### config.mk
export PLATFORM = sky130hd
export DESIGN_NAME = codec_power_down_sequencer
export DESIGN_NICKNAME = d
export VERILOG_FILES = /design/src/rtl/codec_pdn_pkg.sv /design/src/rtl/codec_power_down_sequencer.sv /design/src/rtl/path_shutdown.sv
export SDC_FILE = /design/constraint.sdc
export NUM_CORES = 1
export LEC_CHECK = 0
export ABC_AREA = 1
export BUFFER_PORTS_ARGS = -buffer_cell sky130_fd_sc_hd__buf_2
export CAP_MARGIN = 20
export CORE_MARGIN = 2
export CORE_UTILIZATION = 45
export CTS_CLUSTER_DIAMETER = 200
export DETAILED_ROUTE_END_ITERATION = 10
export PLACE_DENSITY_LB_ADDON = 0.3
export SETUP_SLACK_MARGIN = 0.15
export SYNTH_ARGS = -nofsm -noshare
export SYNTH_HDL_FRONTEND = slang
export SYNTH_SLANG_ARGS = --single-unit
### constraint.sdc
create_clock -name clk_i -period 3.3 [get_ports clk_i]
set_input_delay 0.165 -clock clk_i [delete_from_list [all_inputs] [get_ports clk_i]]
set_output_delay 0.165 -clock clk_i [all_outputs]
set_load 0.05 [all_outputs]
### src/rtl/codec_pdn_pkg.sv
package codec_pdn_pkg;

  // Register offsets (byte addresses on the plain port).
  localparam logic [15:0] BLOCK_PDN_ADDR  = 16'h1101;
  localparam logic [15:0] CONV_PDN_ADDR   = 16'h1102;
  localparam logic [15:0] EVENT_STAT_ADDR = 16'h1308;

  // Field positions in block_power_down_control.
  localparam int PORT_OUTPUT_PATH_OFF_BIT = 7;
  localparam int PORT_INPUT_PATH_OFF_BIT  = 6;
  localparam int MIXER_OFF_BIT            = 5;
  localparam int EQUALIZER_OFF_BIT        = 4;
  localparam int HEADPHONE_OFF_BIT        = 3;
  localparam int RECORD_CONVERTER_OFF_BIT = 2;
  localparam int GLOBAL_SHUTDOWN_BIT      = 0;

  // Field positions in converter_and_filter_power_control.
  localparam int FILTER_CAP_CLAMP_BIT          = 4;
  localparam int RATE_CONVERTER_FORCE_OFF_BIT  = 3;
  localparam int SECOND_PORT_INTERFACE_OFF_BIT = 2;
  localparam int PLAYBACK_CONVERTER_ON_N_BIT   = 1;
  localparam int RECORD_CONVERTER_ON_N_BIT     = 0;

  // Field positions in codec_event_status.
  localparam int HEADSET_DETECT_FINISHED_BIT = 1;
  localparam int SHUTDOWN_COMPLETE_FLAG_BIT  = 0;

  // Values after reset: everything powered up, converters enabled.
  localparam logic [7:0] BLOCK_PDN_RESET = 8'h00;
  localparam logic [7:0] CONV_PDN_RESET  = 8'h03;

  // Count each path runs up to after its off bit is set; its is_off_o rises one cycle later.
  localparam logic [3:0] PATH_SETTLE_CYCLES = 4'h8;
  localparam int         NUM_PATHS          = 6;

  typedef struct packed {
    logic [15:0] addr;
    logic [7:0]  wdata;
    logic        wr;
    logic        rd;
  } reg_req_s;

  typedef enum logic [1:0] {
    PWR_RUN,
    PWR_DRAIN,
    PWR_DONE
  } pwr_state_e;

endpackage

### src/rtl/codec_power_down_sequencer.sv
// Our own choice: the address-and-strobe port.
`timescale 1ns/10ps

// Summary of operation
// - Converter enables active high; zero powers down.
// - Six path off bits, one turns off.
// - Complete flag bit 0 after full shutdown.
// - Headset detect done bit reads zero idle.
// - Override forces converters off; clamp bit controls.
module codec_power_down_sequencer (
  // Clock and reset
  input  wire logic        clk_i,
  input  wire logic        reset_i,
  // Register port
  input  wire logic [15:0] addr_i,
  input  wire logic [7:0]  wdata_i,
  input  wire logic        wr_i,
  input  wire logic        rd_i,
  output logic      [7:0]  rdata_o,
  // Headset detection status from the analog front end
  input  wire logic        headset_detect_finished_i,
  // Power controls
  output logic      [5:0]  path_off_o,
  output logic             global_shutdown_o,
  output logic             playback_converter_off_o,
  output logic             record_converter_off_o,
  output logic             second_port_interface_off_o,
  output logic             filter_cap_clamp_o,
  output logic             shutdown_complete_o
);

  codec_pdn_pkg::reg_req_s req;
  assign req = '{addr: addr_i, wdata: wdata_i, wr: wr_i, rd: rd_i};

  logic [7:0]               block_pdn_reg;
  logic [7:0]               conv_pdn_reg;
  logic                     done_reg;
  logic                     hs_done_reg;
  codec_pdn_pkg::pwr_state_e state_reg;
  logic [5:0]               path_req;
  logic [5:0]               path_is_off;
  logic                     all_off;
  logic [3:0]               drain_cnt_reg;

  always_ff @(posedge clk_i or posedge reset_i) begin
    if (reset_i) begin
      block_pdn_reg <= codec_pdn_pkg::BLOCK_PDN_RESET;
    end else if (req.wr && req.addr == codec_pdn_pkg::BLOCK_PDN_ADDR) begin
      block_pdn_reg <= req.wdata;
    end
  end

  always_ff @(posedge clk_i or posedge reset_i) begin
    if (reset_i) begin
      conv_pdn_reg <= codec_pdn_pkg::CONV_PDN_RESET;
    end else if (req.wr && req.addr == codec_pdn_pkg::CONV_PDN_ADDR) begin
      conv_pdn_reg <= req.wdata;
    end
  end

  assign path_req = {block_pdn_reg[codec_pdn_pkg::PORT_OUTPUT_PATH_OFF_BIT],
                     block_pdn_reg[codec_pdn_pkg::PORT_INPUT_PATH_OFF_BIT],
                     block_pdn_reg[codec_pdn_pkg::MIXER_OFF_BIT],
                     block_pdn_reg[codec_pdn_pkg::EQUALIZER_OFF_BIT],
                     block_pdn_reg[codec_pdn_pkg::HEADPHONE_OFF_BIT],
                     block_pdn_reg[codec_pdn_pkg::RECORD_CONVERTER_OFF_BIT]};

  for (genvar g = 0; g < codec_pdn_pkg::NUM_PATHS; g++) begin : g_path
    path_shutdown u_path (
      .clk_i    (clk_i),
      .reset_i  (reset_i),
      .off_i    (path_req[g]),
      .is_off_o (path_is_off[g])
    );
  end

  assign all_off = &path_is_off;

  // Counts cycles for which every path off bit has been held, for the completion check only.
  // It saturates, so a long shutdown cannot wrap it back below the settle time.
  always_ff @(posedge clk_i or posedge reset_i) begin
    if (reset_i) begin
      drain_cnt_reg <= 4'h0;
    end else if (path_req != 6'h3f) begin
      drain_cnt_reg <= 4'h0;
    end else if (drain_cnt_reg != 4'hf) begin
      drain_cnt_reg <= drain_cnt_reg + 4'h1;
    end
  end

  // Completion waits on the global bit and every path having settled.
  always_ff @(posedge clk_i or posedge reset_i) begin
    if (reset_i) begin
      state_reg <= codec_pdn_pkg::PWR_RUN;
    end else begin
      unique case (state_reg)
        codec_pdn_pkg::PWR_RUN: begin
          if (block_pdn_reg[codec_pdn_pkg::GLOBAL_SHUTDOWN_BIT]) begin
            state_reg <= codec_pdn_pkg::PWR_DRAIN;
          end
        end
        codec_pdn_pkg::PWR_DRAIN: begin
          if (!block_pdn_reg[codec_pdn_pkg::GLOBAL_SHUTDOWN_BIT]) begin
            state_reg <= codec_pdn_pkg::PWR_RUN;
          end else if (all_off) begin
            state_reg <= codec_pdn_pkg::PWR_DONE;
          end
        end
        codec_pdn_pkg::PWR_DONE: begin
          if (!block_pdn_reg[codec_pdn_pkg::GLOBAL_SHUTDOWN_BIT] || !all_off) begin
            state_reg <= codec_pdn_pkg::PWR_RUN;
          end
        end
      endcase
    end
  end

  always_ff @(posedge clk_i or posedge reset_i) begin
    if (reset_i) begin
      done_reg <= 1'b0;
    end else begin
      done_reg <= (state_reg == codec_pdn_pkg::PWR_DONE) && all_off
                  && block_pdn_reg[codec_pdn_pkg::GLOBAL_SHUTDOWN_BIT];
    end
  end

  // Detection status is registered once; it is treated as synchronous.
  always_ff @(posedge clk_i or posedge reset_i) begin
    if (reset_i) begin
      hs_done_reg <= 1'b0;
    end else begin
      hs_done_reg <= headset_detect_finished_i;
    end
  end

  always_ff @(posedge clk_i or posedge reset_i) begin
    if (reset_i) begin
      rdata_o <= 8'h00;
    end else if (req.rd) begin
      unique case (req.addr)
        codec_pdn_pkg::BLOCK_PDN_ADDR: rdata_o <= block_pdn_reg;
        codec_pdn_pkg::CONV_PDN_ADDR:  rdata_o <= conv_pdn_reg;
        codec_pdn_pkg::EVENT_STAT_ADDR: rdata_o <= {6'h00, hs_done_reg, done_reg};
        default:                       rdata_o <= 8'h00;
      endcase
    end else begin
      rdata_o <= 8'h00;
    end
  end

  always_ff @(posedge clk_i or posedge reset_i) begin
    if (reset_i) begin
      path_off_o                  <= 6'h00;
      global_shutdown_o           <= 1'b0;
      playback_converter_off_o    <= 1'b0;
      record_converter_off_o      <= 1'b0;
      second_port_interface_off_o <= 1'b0;
      filter_cap_clamp_o          <= 1'b0;
      shutdown_complete_o         <= 1'b0;
    end else begin
      path_off_o        <= path_req;
      global_shutdown_o <= block_pdn_reg[codec_pdn_pkg::GLOBAL_SHUTDOWN_BIT];
      playback_converter_off_o <= !conv_pdn_reg[codec_pdn_pkg::PLAYBACK_CONVERTER_ON_N_BIT]
        || conv_pdn_reg[codec_pdn_pkg::RATE_CONVERTER_FORCE_OFF_BIT];
      record_converter_off_o <= !conv_pdn_reg[codec_pdn_pkg::RECORD_CONVERTER_ON_N_BIT]
        || conv_pdn_reg[codec_pdn_pkg::RATE_CONVERTER_FORCE_OFF_BIT];
      second_port_interface_off_o <= conv_pdn_reg[codec_pdn_pkg::SECOND_PORT_INTERFACE_OFF_BIT];
      filter_cap_clamp_o  <= conv_pdn_reg[codec_pdn_pkg::FILTER_CAP_CLAMP_BIT];
      shutdown_complete_o <= done_reg;
    end
  end
endmodule // codec_power_down_sequencer

### src/rtl/path_shutdown.sv
`timescale 1ns/10ps

// Models one functional path settling after its off bit is set.
module path_shutdown (
  // Clock and reset
  input  wire logic clk_i,
  input  wire logic reset_i,
  // Control
  input  wire logic off_i,
  // Status
  output logic      is_off_o
);

  logic [3:0] settle_reg;

  always_ff @(posedge clk_i or posedge reset_i) begin
    if (reset_i) begin
      settle_reg <= 4'h0;
      is_off_o   <= 1'b0;
    end else if (!off_i) begin
      settle_reg <= 4'h0;
      is_off_o   <= 1'b0;
    end else if (settle_reg == codec_pdn_pkg::PATH_SETTLE_CYCLES) begin
      is_off_o <= 1'b1;
    end else begin
      settle_reg <= settle_reg + 4'h1;
    end
  end

endmodule // path_shutdown

==> Word level (Yosys, flattened, before mapping) <==
Cells that the tools add are included.
W data, S select, Z words.
{ "totals": {"reg_bits": 70, "out_inout_bits": 20, "elab_cells": 102} }
{ "classes": {"add_sub_neg": 6, "eq_ne": 26, "n_mux": 31, "reduce_logical": 14} }
{ "ops": {"columns": ["cell", "count"], "rows": [
  ["$eq A16 B13 Y1 const B", 3],
  ["$mux W4", 12],
  ["$add A4 B1 Y4 const B", 6],
  ["$eq A4 B4 Y1 const B", 6],
  ["$pmux W8 S3", 1],
  ["$ne A2 B2 Y1 const B", 8],
  ["$mux W1", 12],
  ["$ne A2 B1 Y1 const B", 6],
  ["$mux W2", 4],
  ["$mux W8", 1],
  ["$pmux W2 S3", 1],
  ["$reduce_and A6 Y1", 1],
  ["$logic_and A1 B1 Y1", 4],
  ["$logic_not A1 Y1", 4],
  ["$logic_or A1 B1 Y1", 3],
  ["$ne A3 B3 Y1 const B", 1],
  ["$reduce_and A3 Y1", 1],
  ["$eq A2 B1 Y1 const B", 1],
  ["$eq A2 B2 Y1 const B", 1],
  ["$logic_not A2 Y1", 1]
]} }

==> Depth between registers and ports, before layout <==
Gate-level depths: netlist (run 1).
{ "depth": {"word_depth": 5, "mapped_depth": 10} }

==> Modules after synthesis <==
A second synthesis (run 1) with hierarchy kept.
{ "unflattened": {"cells_unflattened": 386, "hier_area_um2": 3318.2} }
{ "modules_own_cells": {"columns": ["mod", "instances", "cells_per_inst", "area_each_um2", "seq_area_each_um2"], "rows": [
  ["codec_power_down_sequencer", 1, 194, 1764.2, 1003.5],
  ["path_shutdown", 6, 32, 259.0, 125.1]
]} }

==> Worst setup path after synthesis (run 1) <==
No wires, ideal clock.
{ "synth_timing": {"path_kind": "in2reg", "start": "input addr_i[11]", "end": "register block_pdn_reg[4]", "arrival_time_ns": 1.022, "t_required_ns": 3.182, "slack_ns": 2.160, "stages": 7, "path_buffers": 1, "path_cell_list": "nor2_1 nand2_2 nor2_4 nand3_4 buf_6 nand2_1 o21ai_2"} }
{ "synth_via": {"elab_chain_cells": 2} }
{ "synth_rtl": {"columns": ["element", "line_no", "rtl"], "rows": [
  ["from (decl)", "codec_power_down_sequencer.sv:15", "input wire logic [15:0] addr_i,"],
  ["$eq A16 B13 Y1", "codec_power_down_sequencer.sv:48", "end else if (req.wr && req.addr == codec_pdn_pkg::BLOCK_PDN_ADDR) begin"],
  ["$logic_and A1 B1 Y1", "codec_power_down_sequencer.sv:48", null],
  ["to (signal assigned)", "codec_power_down_sequencer.sv:47", "block_pdn_reg <= codec_pdn_pkg::BLOCK_PDN_RESET;"],
  ["to (signal assigned)", "codec_power_down_sequencer.sv:49", "block_pdn_reg <= req.wdata;"],
  ["to (decl)", "codec_power_down_sequencer.sv:35", "logic [7:0] block_pdn_reg;"]
]} }
No other way between the ends.
A chain may end at the register's enable or synchronous reset.

==> impl_metrics.toml, run 1 <==
[outcome]
status = "completed"

[pwr]
power_density_mw_per_mm2 = 416
leakagePower_nw = 1.82
ir_worst_vdd_mv = 0.241

[logic_synthesis]
synth_mux_area_frac = 0
syn_inst = 345
ys_types = 27
synth_compound_area_frac = 0.0656
ys_warn_count = 0
yosys.area_share.simple = 0.226
synth_top_family_by_area = "simple AND/OR/NAND/NOR gates"
synth_nets = 389
syn_avg_cell_area_um2 = 9.29
seq_area_frac_synth = 0.547
synthAdderAreaFrac = 0.0586
ys_ff_latch = 70
syn-cell-area_mm2 = 0.00320
synth_xor_area_frac = 0.0246

[detailed_routing]
wire_per_inst_um = 11.2
drtIter0Drc = 92
drt-pass1-iter-count = 6
drcViolationCount = 0
postRouteWirelength_um = 5610
ant_nets = 0
num_vias = 2331
avgViaCountPerCell = 4.64

[setup_path]
path_max_fanout = 35
cp-end-kind = "async pin"
crit_start = "reset_i"
crit_type = "in -> async"
required_ps = 3810
regToRegStartpoint = "state_reg[0]"
start_kind = "primary input"
crit_arrival_ps = 1740

[job]
drv_cap = 0

[clock_tree]
root_buffer = "clkbuf_8"
clk_latency_ps = 340
clkSinkCount = 70
path_clk_slew_ps = 70
cts_buffer_depth = 2
cts_max_level = 3
post_cts_buffers = 0
ctsHoldBuffers = 2
cts_made_buffers = 9
ctsResizeCount = 0
cts_tree = "built"

[layout]
post-route-util = 0.544
largest_reg_flops = 24
n_fill_cell = 620
drive_gt1_frac = 0.217
mostFrequentLayoutCells = "nand2_1, dfrtp_1, inv_1"
antenna_cells = 0
nets = 445
mostFrequentLayoutCell = "nand2_1"
area_growth_syn_to_layout_pct = 15.9
final-seq-area_mm2 = 0.00175
multi_input_area_mm2 = 0.00120

[floorplan]
die_w_um = 88.4
core_mm2 = 0.00683
die_y_um = 88.4
start_util = 0.469
fp.dieArea_mm2 = 0.00781
ios = 49
rows = 30

[timing]
max_freq_mhz = 811
hold_viol = 0
slew_violations = 0
grt_setup_unrepaired = "no"
setup_viol = 0
worst_slack_ps = 2070
setup-tns-final_ps = 0
max_slew_margin = 0.525
clock_skew_ps = 9.24
period_share = 0.374
hold_slack_ps = 82.5
period_needed_ps = 1230
worstMarginPinSlew_ps = 711

[global_route]
first_global_vias = 2229
grt_remaining_overflow = 0
grt_max_degree = 36
grt_usage = 0.159
antenna_found_initial = 0
grt_pass1_wl_um = 9750

[hold_path]
hold_class = "in -> reg"
min_from = "wdata_i[1]"

[place]
dp_slack_ps = 1770
hpwl_um = 4170
place_congestion = 0.753
port_buffers = 48
through the flow:
stage / cell area, µm² / instances / total power, mW
floorplan: 3200 / 345 / 0.940
global placement: 3530 / 484 / 0.971
detailed placement: 3530 / 484 / 0.976
CTS: 3710 / 502 / 1.56
global route: 3710 / 502 / 1.62
finish: 3710 / 502 / 1.54
critical path: stages:
cell	delay, ps
dlygate4sd3_1	520
buf_2	120
inv_2	510
buf_4	390
final timing paths:
| kind | end | slack, ps | cells after the start |
|---|---|---|---|
| worst min-delay path | conv_pdn_reg[1] | 80 | 3 |
| worst max-delay path | record_converter_off_o | 2070 | 4 |
| max in group clk_i | state_reg[1] | 2130 | 5 |
| worst max register to register | state_reg[1] | 2130 | 5 |
| min in group asynchronous | g_path[4].u_path.is_off_o | 490 | 3 |
| worst min register to register | shutdown_complete_o | 410 | 0 |
cell usage after synthesis:
master	instances	share of area
nor2_1	36	0.042
nand3_4	2	0.011
ha_1	15	0.059
nand2_4	1	0.0035
o21ai_0	11	0.017
xnor2_1	8	0.022
a21oi_1	6	0.0094
buf_6	2	0.0070
xor2_1	1	0.0027
o21ai_2	8	0.022
nand4_1	1	0.0020
inv_1	52	0.061
nand3_2	1	0.0031
nor3_1	2	0.0031
clkbuf_1	3	0.0035
dfstp_2	2	0.016
nand2_1	69	0.081
nand3_1	34	0.053
nand2_2	2	0.0039
buf_2	1	0.0016
nand3b_1	1	0.0023
dfrtp_1	68	0.53
nor2_8	1	0.0062
nor2_4	2	0.0070
nor2_2	4	0.0078
o21ai_1	11	0.017
buf_8	1	0.0047
where the power goes:
group	switching, mW	total (mW)	internal, mW
registers	0.00482	0.870	0.865
clock network	0.312	0.585	0.273
logic	0.0563	0.0899	0.0336
total	0.373	1.54	1.17
metal layers:
layer,vias to the layer above,global-route usage,wire length (µm)
met5,-,0,0
li1,1192,-,-
met1,1092,0.206,2600
met2,34,0.260,2730
met4,0,0.0661,124
met3,13,0.0317,159
cell families after synthesis:
| family | Yosys count |
|---|---|
| and+or+nand+nor | 156 |
| adders and majority gates | 15 |
| buffers and inverters | 59 |
| DFF | 70 |
| xor gates and xnor gates | 9 |
| AOI/OAI and AO/OA | 36 |
area by class of cell:
class                      count  share of cell area
multi-input combinational    216               0.323
timing repair buffer          52              0.0741
inverter                      52              0.0526
clock inverter                 5             0.00977
clock buffer                  11              0.0354
sequential                    70               0.472
tap                           96              0.0323
Note: power is estimated with default switching activity, not from simulation.
==> run 2: changes to the inputs <==
Settings changed: ABC_AREA 1 to 0.
Clock period 3.3 ns to 1.2 ns, I/O delays scaled along.
==> run 2 against run 1 <==
Effect of this change:
- the flow now finishes with violations (negative setup slack)
- critical endpoint is now state_reg[1]
- critical path depth stayed put
- global-route usage is 3.3 points higher
- wire length is 28% higher
==> impl_metrics.toml, run 2 <==
[detailed_routing]
drcViolationCount = 0
ant_nets = 0
wire_per_inst_um = 15.7
drt-pass1-iter-count = 4
avgViaCountPerCell = 5.02
num_vias = 2290
drtIter0Drc = 44
postRouteWirelength_um = 7170

[timing]
max_freq_mhz = 682
period_needed_ps = 1470
worst_slack_ps = -266
slew_violations = 0
hold_viol = 0
hold_slack_ps = 165
clock_skew_ps = 4.52
grt_setup_unrepaired = "yes"
setup_viol = 2
max_slew_margin = 0.739
period_share = 1.22
worstMarginPinSlew_ps = 391

[clock_tree]
clkSinkCount = 70
cts_tree = "built"
cts_max_level = 3
root_buffer = "clkbuf_8"
path_clk_slew_ps = 70
cts_buffer_depth = 2
clk_latency_ps = 340
cts_made_buffers = 9

[logic_synthesis]
synth.most_common_cell = "dfrtp_1"
synthTopCellsByArea = "dfrtp_1, ha_1, mux2_4"
yosys.area.top_type = "dfrtp_1"
synth_common_cells = "dfrtp_1, nor2_1, inv_1"
ys_types = 40
syn-cell-area_mm2 = 0.00313
ys_ff_latch = 70
seq_area_frac_synth = 0.560
synth_edf_count = 0
syn_inst = 251
ys_warn_count = 0
synthFlopType = "dfrtp_1"
synth_top_area_frac = 0.544
syn_avg_cell_area_um2 = 12.5
async_flop_share = 1.00
synth_nets = 295

[setup_path]
regToRegStartpoint = "g_path[0].u_path.is_off_o"
rr_worst_depth = 4
crit_arrival_ps = 1730
crit_type = "reg -> reg"
cp_cell_sequence = "nand4_1, or3_4, a31oi_4, mux2i_1"
cp-endpoint = "state_reg[1]"
cpPeakStageDelay_ps = 440
crit_start = "g_path[0].u_path.is_off_o"
slowest_stage = "or3_4"
path_buf_inv = 0
required_ps = 1470
start_kind = "flip-flop"
r2r-end = "state_reg[1]"
rrSetupSlack_ps = -270
path_max_fanout = 2
cp-end-kind = "flip-flop"
crit_family = "simple AND/OR/NAND/NOR gates"
cp_num_cells = 4

[place]
place_area_mm2 = 0.00385
place_congestion = 0.816
hpwl_um = 4650
port_buffers = 48

[pwr]
ir_worst_vdd_mv = 0.829
power_density_mw_per_mm2 = 1040
leakagePower_nw = 2.11
power_mw = 4.83

[layout]
n_fill_cell = 476
mostFrequentLayoutCells = "dfrtp_1, buf_2, buf_4"
antenna_cells = 0
multi_input_area_mm2 = 0.00168
drive_gt1_frac = 0.529
area_growth_syn_to_layout_pct = 47.9
mostFrequentLayoutCell = "dfrtp_1"
nets = 415
stdcell_area_mm2 = 0.00463
largest_reg_flops = 24
final-seq-area_mm2 = 0.00176

[floorplan]
core_mm2 = 0.00676
fp.dieArea_mm2 = 0.00764
die_y_um = 87.4
die_w_um = 87.4
rows = 30
ios = 49
start_util = 0.463

[outcome]
violations = "negative setup slack"
status = "complete, but fails checks"

[global_route]
first_global_vias = 2344
antenna_found_initial = 0
grt_usage = 0.191
grt_max_degree = 24
grt_pass1_wl_um = 11200
grt_remaining_overflow = 0

[job]
drv_cap = 0

[hold_path]
hold_class = "in -> reg"
==> run 2: worst min path at each step <==
| stage | startpoint | depth (start not counted) | slack (ps) | to |
|---|---|---|---|---|
| 6_report | rd_i | 4 | 160 | rdata_o[0] |
| 4_1_cts | rd_i | 4 | 110 | rdata_o[0] |
| 5_1_grt | rd_i | 4 | 180 | rdata_o[1] |
| 3_3_place_gp | reset_i | 2 | 80 | g_path[0].u_path.settle_reg[3] |
| 3_5_place_dp | reset_i | 2 | 80 | g_path[0].u_path.settle_reg[3] |
| 2_1_floorplan | headset_detect_finished_i | 0 | 90 | hs_done_reg |
==> run 2: power by group <==
group	total (mW)	switching [mW]	internal, mW
logic	0.519	0.234	0.285
clock network	1.92	0.857	1.06
registers	2.39	0.0151	2.38
==> run 2: kinds of logic after synthesis <==
kind of cell / count (synthesis) / synth area share
AND/OR/NAND/NOR: 81 / 0.163
flip-flops: 70 / 0.560
AO/OA/AOI/OAI: 37 / 0.0835
multiplexers: 20 / 0.0799
buffers and inverters: 16 / 0.0192
adder cells (fa/ha/maj): 15 / 0.0600
XOR/XNOR: 12 / 0.0336
==> run 2: worst min-delay path: cells and delay by family <==
| kind | cells | cell delay, ps |
|---|---|---|
| and+or+nand+nor | 2 | 160 |
| AOI/OAI and AO/OA | 1 | 160 |
| buffers and inverters | 1 | 100 |
==> run 2: what timing repair did <==
| item | in CTS | in global routing |
|---|---|---|
| buffers inserted | 10 | 11 |
| hold endpoints to repair | 31 | 0 |
| pin swaps | 26 | 35 |
| endpoints found under the setup margin | 42 | 50 |
| resized for setup | 43 | 39 |
| hold buffers | 10 | 0 |
==> run 2: metrics by stage <==
step,worst slack (ps),cells,TNS (ps),utilization
after detailed placement,-246,409,-5960,0.570
final,-266,456,-510,0.685
after global routing,-337,456,-762,0.685
after floorplan,-153,251,-1500,-
after CTS,-221,445,-411,0.646
after global placement,-233,409,-5610,0.570
==> run 2: per-layer routing <==
layer | up-vias | track usage | wire [µm]
met3 | 15 | 0.0502 | 209
met1 | 1134 | 0.242 | 2980
li1 | 1102 | - | -
met2 | 39 | 0.322 | 3840
met4 | 0 | 0.0573 | 144
met5 | - | 0 | 0
==> run 2: layout make-up <==
| cell class | count | share of cell area |
|---|---|---|
| sequential | 70 | 0.379 |
| multi-input combinational | 165 | 0.362 |
| timing repair buffer | 109 | 0.180 |
| clock buffer | 12 | 0.0335 |
| tap | 80 | 0.0216 |
| inverter | 16 | 0.0138 |
| clock inverter | 4 | 0.00973 |
==> run 3: changes to the inputs <==
Settings changed: CORE_ASPECT_RATIO set to 0.8, TNS_END_PERCENT set to 5.
==> run 3 against run 2 <==
Effect of this change:
- the run still ends with negative setup slack left
- clock-buffer cell count did not move
- global-route usage fell by 0.28 points
- combinational power fell by 11%
- maximum frequency rose by 2.1%
- clock skew rose by 4.5 ps
- sequential power barely moved
- critical path depth rose by 2
- non-clock buffer count fell by 11
- final cell count fell by 1.3%
- largest power group unchanged
- highest routed layer unchanged
==> impl_metrics.toml, run 3 (synthesis results as in run 2) <==
[layout]
nets = 404
mostFrequentLayoutCells = "dfrtp_1, buf_2, buf_4"
n_fill_cell = 545
stdcell_area_mm2 = 0.00439
largest_reg_flops = 24
mostFrequentLayoutCell = "dfrtp_1"
area_growth_syn_to_layout_pct = 40.3
antenna_cells = 0
drive_gt1_frac = 0.485

[place]
port_buffers = 48
hpwl_um = 4360
place_area_mm2 = 0.00379
dp_slack_ps = -410
place_congestion = 0.819

[clock_tree]
path_clk_slew_ps = 60
cts_buffer_depth = 2
root_buffer = "clkbuf_8"
cts_max_level = 3
clkSinkCount = 70
cts_tree = "built"
cts_made_buffers = 9
clk_latency_ps = 340

[detailed_routing]
drtIter0Drc = 44
num_vias = 2248
avgViaCountPerCell = 5.00
drt-pass1-iter-count = 4
postRouteWirelength_um = 6550
drcViolationCount = 0
ant_nets = 0
wire_per_inst_um = 14.6

[global_route]
use_met2 = 0.299
grt_remaining_overflow = 0
grt_usage = 0.188
top_usage_layer = "met2"
use_met3 = 0.0543
first_global_vias = 2354
use_met1 = 0.247
grt_pass1_wl_um = 11300
antenna_found_initial = 0
grt_max_degree = 30

[hold_path]
hold_class = "in -> reg"

[job]
drv_cap = 0

[pwr]
power_mw = 4.43
ir_worst_vdd_mv = 0.874
leakagePower_nw = 2.02
power_density_mw_per_mm2 = 1010

[timing]
setup_viol = 2
worstMarginPinSlew_ps = 394
clock_skew_ps = 9.06
period_needed_ps = 1440
max_slew_margin = 0.737
grt_setup_unrepaired = "yes"
slew_violations = 0
setup-tns-final_ps = -464
max_freq_mhz = 696
hold_slack_ps = 127
period_share = 1.20
hold_viol = 0
worst_slack_ps = -236

[outcome]
status = "complete, but fails checks"
violations = "negative setup slack"

[floorplan]
fp.dieArea_mm2 = 0.00764
rows = 27
core_mm2 = 0.00682
die_y_um = 78.6
ios = 49
die_w_um = 97.3
start_util = 0.459

[setup_path]
cp-end-kind = "flip-flop"
crit_arrival_ps = 1700
path_max_fanout = 2
required_ps = 1460
crit_type = "reg -> reg"
start_kind = "flip-flop"
## run 3: cell types whose count changed in the layout (fill, tap and decap cells not counted), sizes merged
cell | previous run | this run
clkinv | 3 | 2
buf | 98 | 88
bufinv | 1 | 0
clkbuf | 13 | 12
## run 3: what timing repair did
action | CTS | global route
hold endpoints to repair | 40 | 0
setup endpoints to repair | 47 | 49
hold buffers | 10 | 0
gates resized for setup | 80 | 21
pin swaps | 56 | 46
buffers inserted | 1 | 1
## run 3: final cells by class
class / instances / area (µm²) / area share
sequential: 70 / 1750 / 0.399
inverter: 16 / 63.8 / 0.0145
multi-input combinational: 165 / 1570 / 0.357
clock inverter: 2 / 10.0 / 0.00228
timing repair buffer: 98 / 743 / 0.169
clock buffer: 12 / 145 / 0.0330
tap: 87 / 109 / 0.0248
## run 3: critical path: stages (launching register included)
cell     delay [ps]
dfrtp_1         400
inv_2            90
ha_4            140
inv_2            30
or3_4           330
a31oi_4         170
mux2i_1         200
## run 3: metrics by stage
step,util,cells
2_1_floorplan,-,251
3_5_place_dp,0.556,424
4_1_cts,0.630,449
3_3_place_gp,0.556,424
6_report,0.644,450
5_1_grt,0.644,450
## run 3: worst paths after layout
path                                  from                             end  slack, ps  depth (start not counted)
min in group asynchronous          reset_i  g_path[1].u_path.settle_reg[0]        250                          3
max reg2reg                   state_reg[0]                    state_reg[0]       -240                          6
min                                   rd_i                      rdata_o[0]        130                          4
max in group asynchronous          reset_i                 conv_pdn_reg[1]        420                          4
max                           state_reg[0]                    state_reg[0]       -240                          6
min reg2reg                conv_pdn_reg[2]     second_port_interface_off_o        420                          0
## run 3: where the power goes
group          internal, mW  switching, mW  leakage [nW]  total [mW]
combinational         0.238          0.222         0.983       0.460
clock                 0.778          0.799        0.0821        1.58
sequential             2.38         0.0165         0.956        2.40
total                  3.40           1.04          2.02        4.43
## run 3: metal layers
layer  wire (µm)  up-vias
li1            -     1076
met1        2970     1119
met2        3200       43
met3         262       10
met4         124        0
met5           0        -
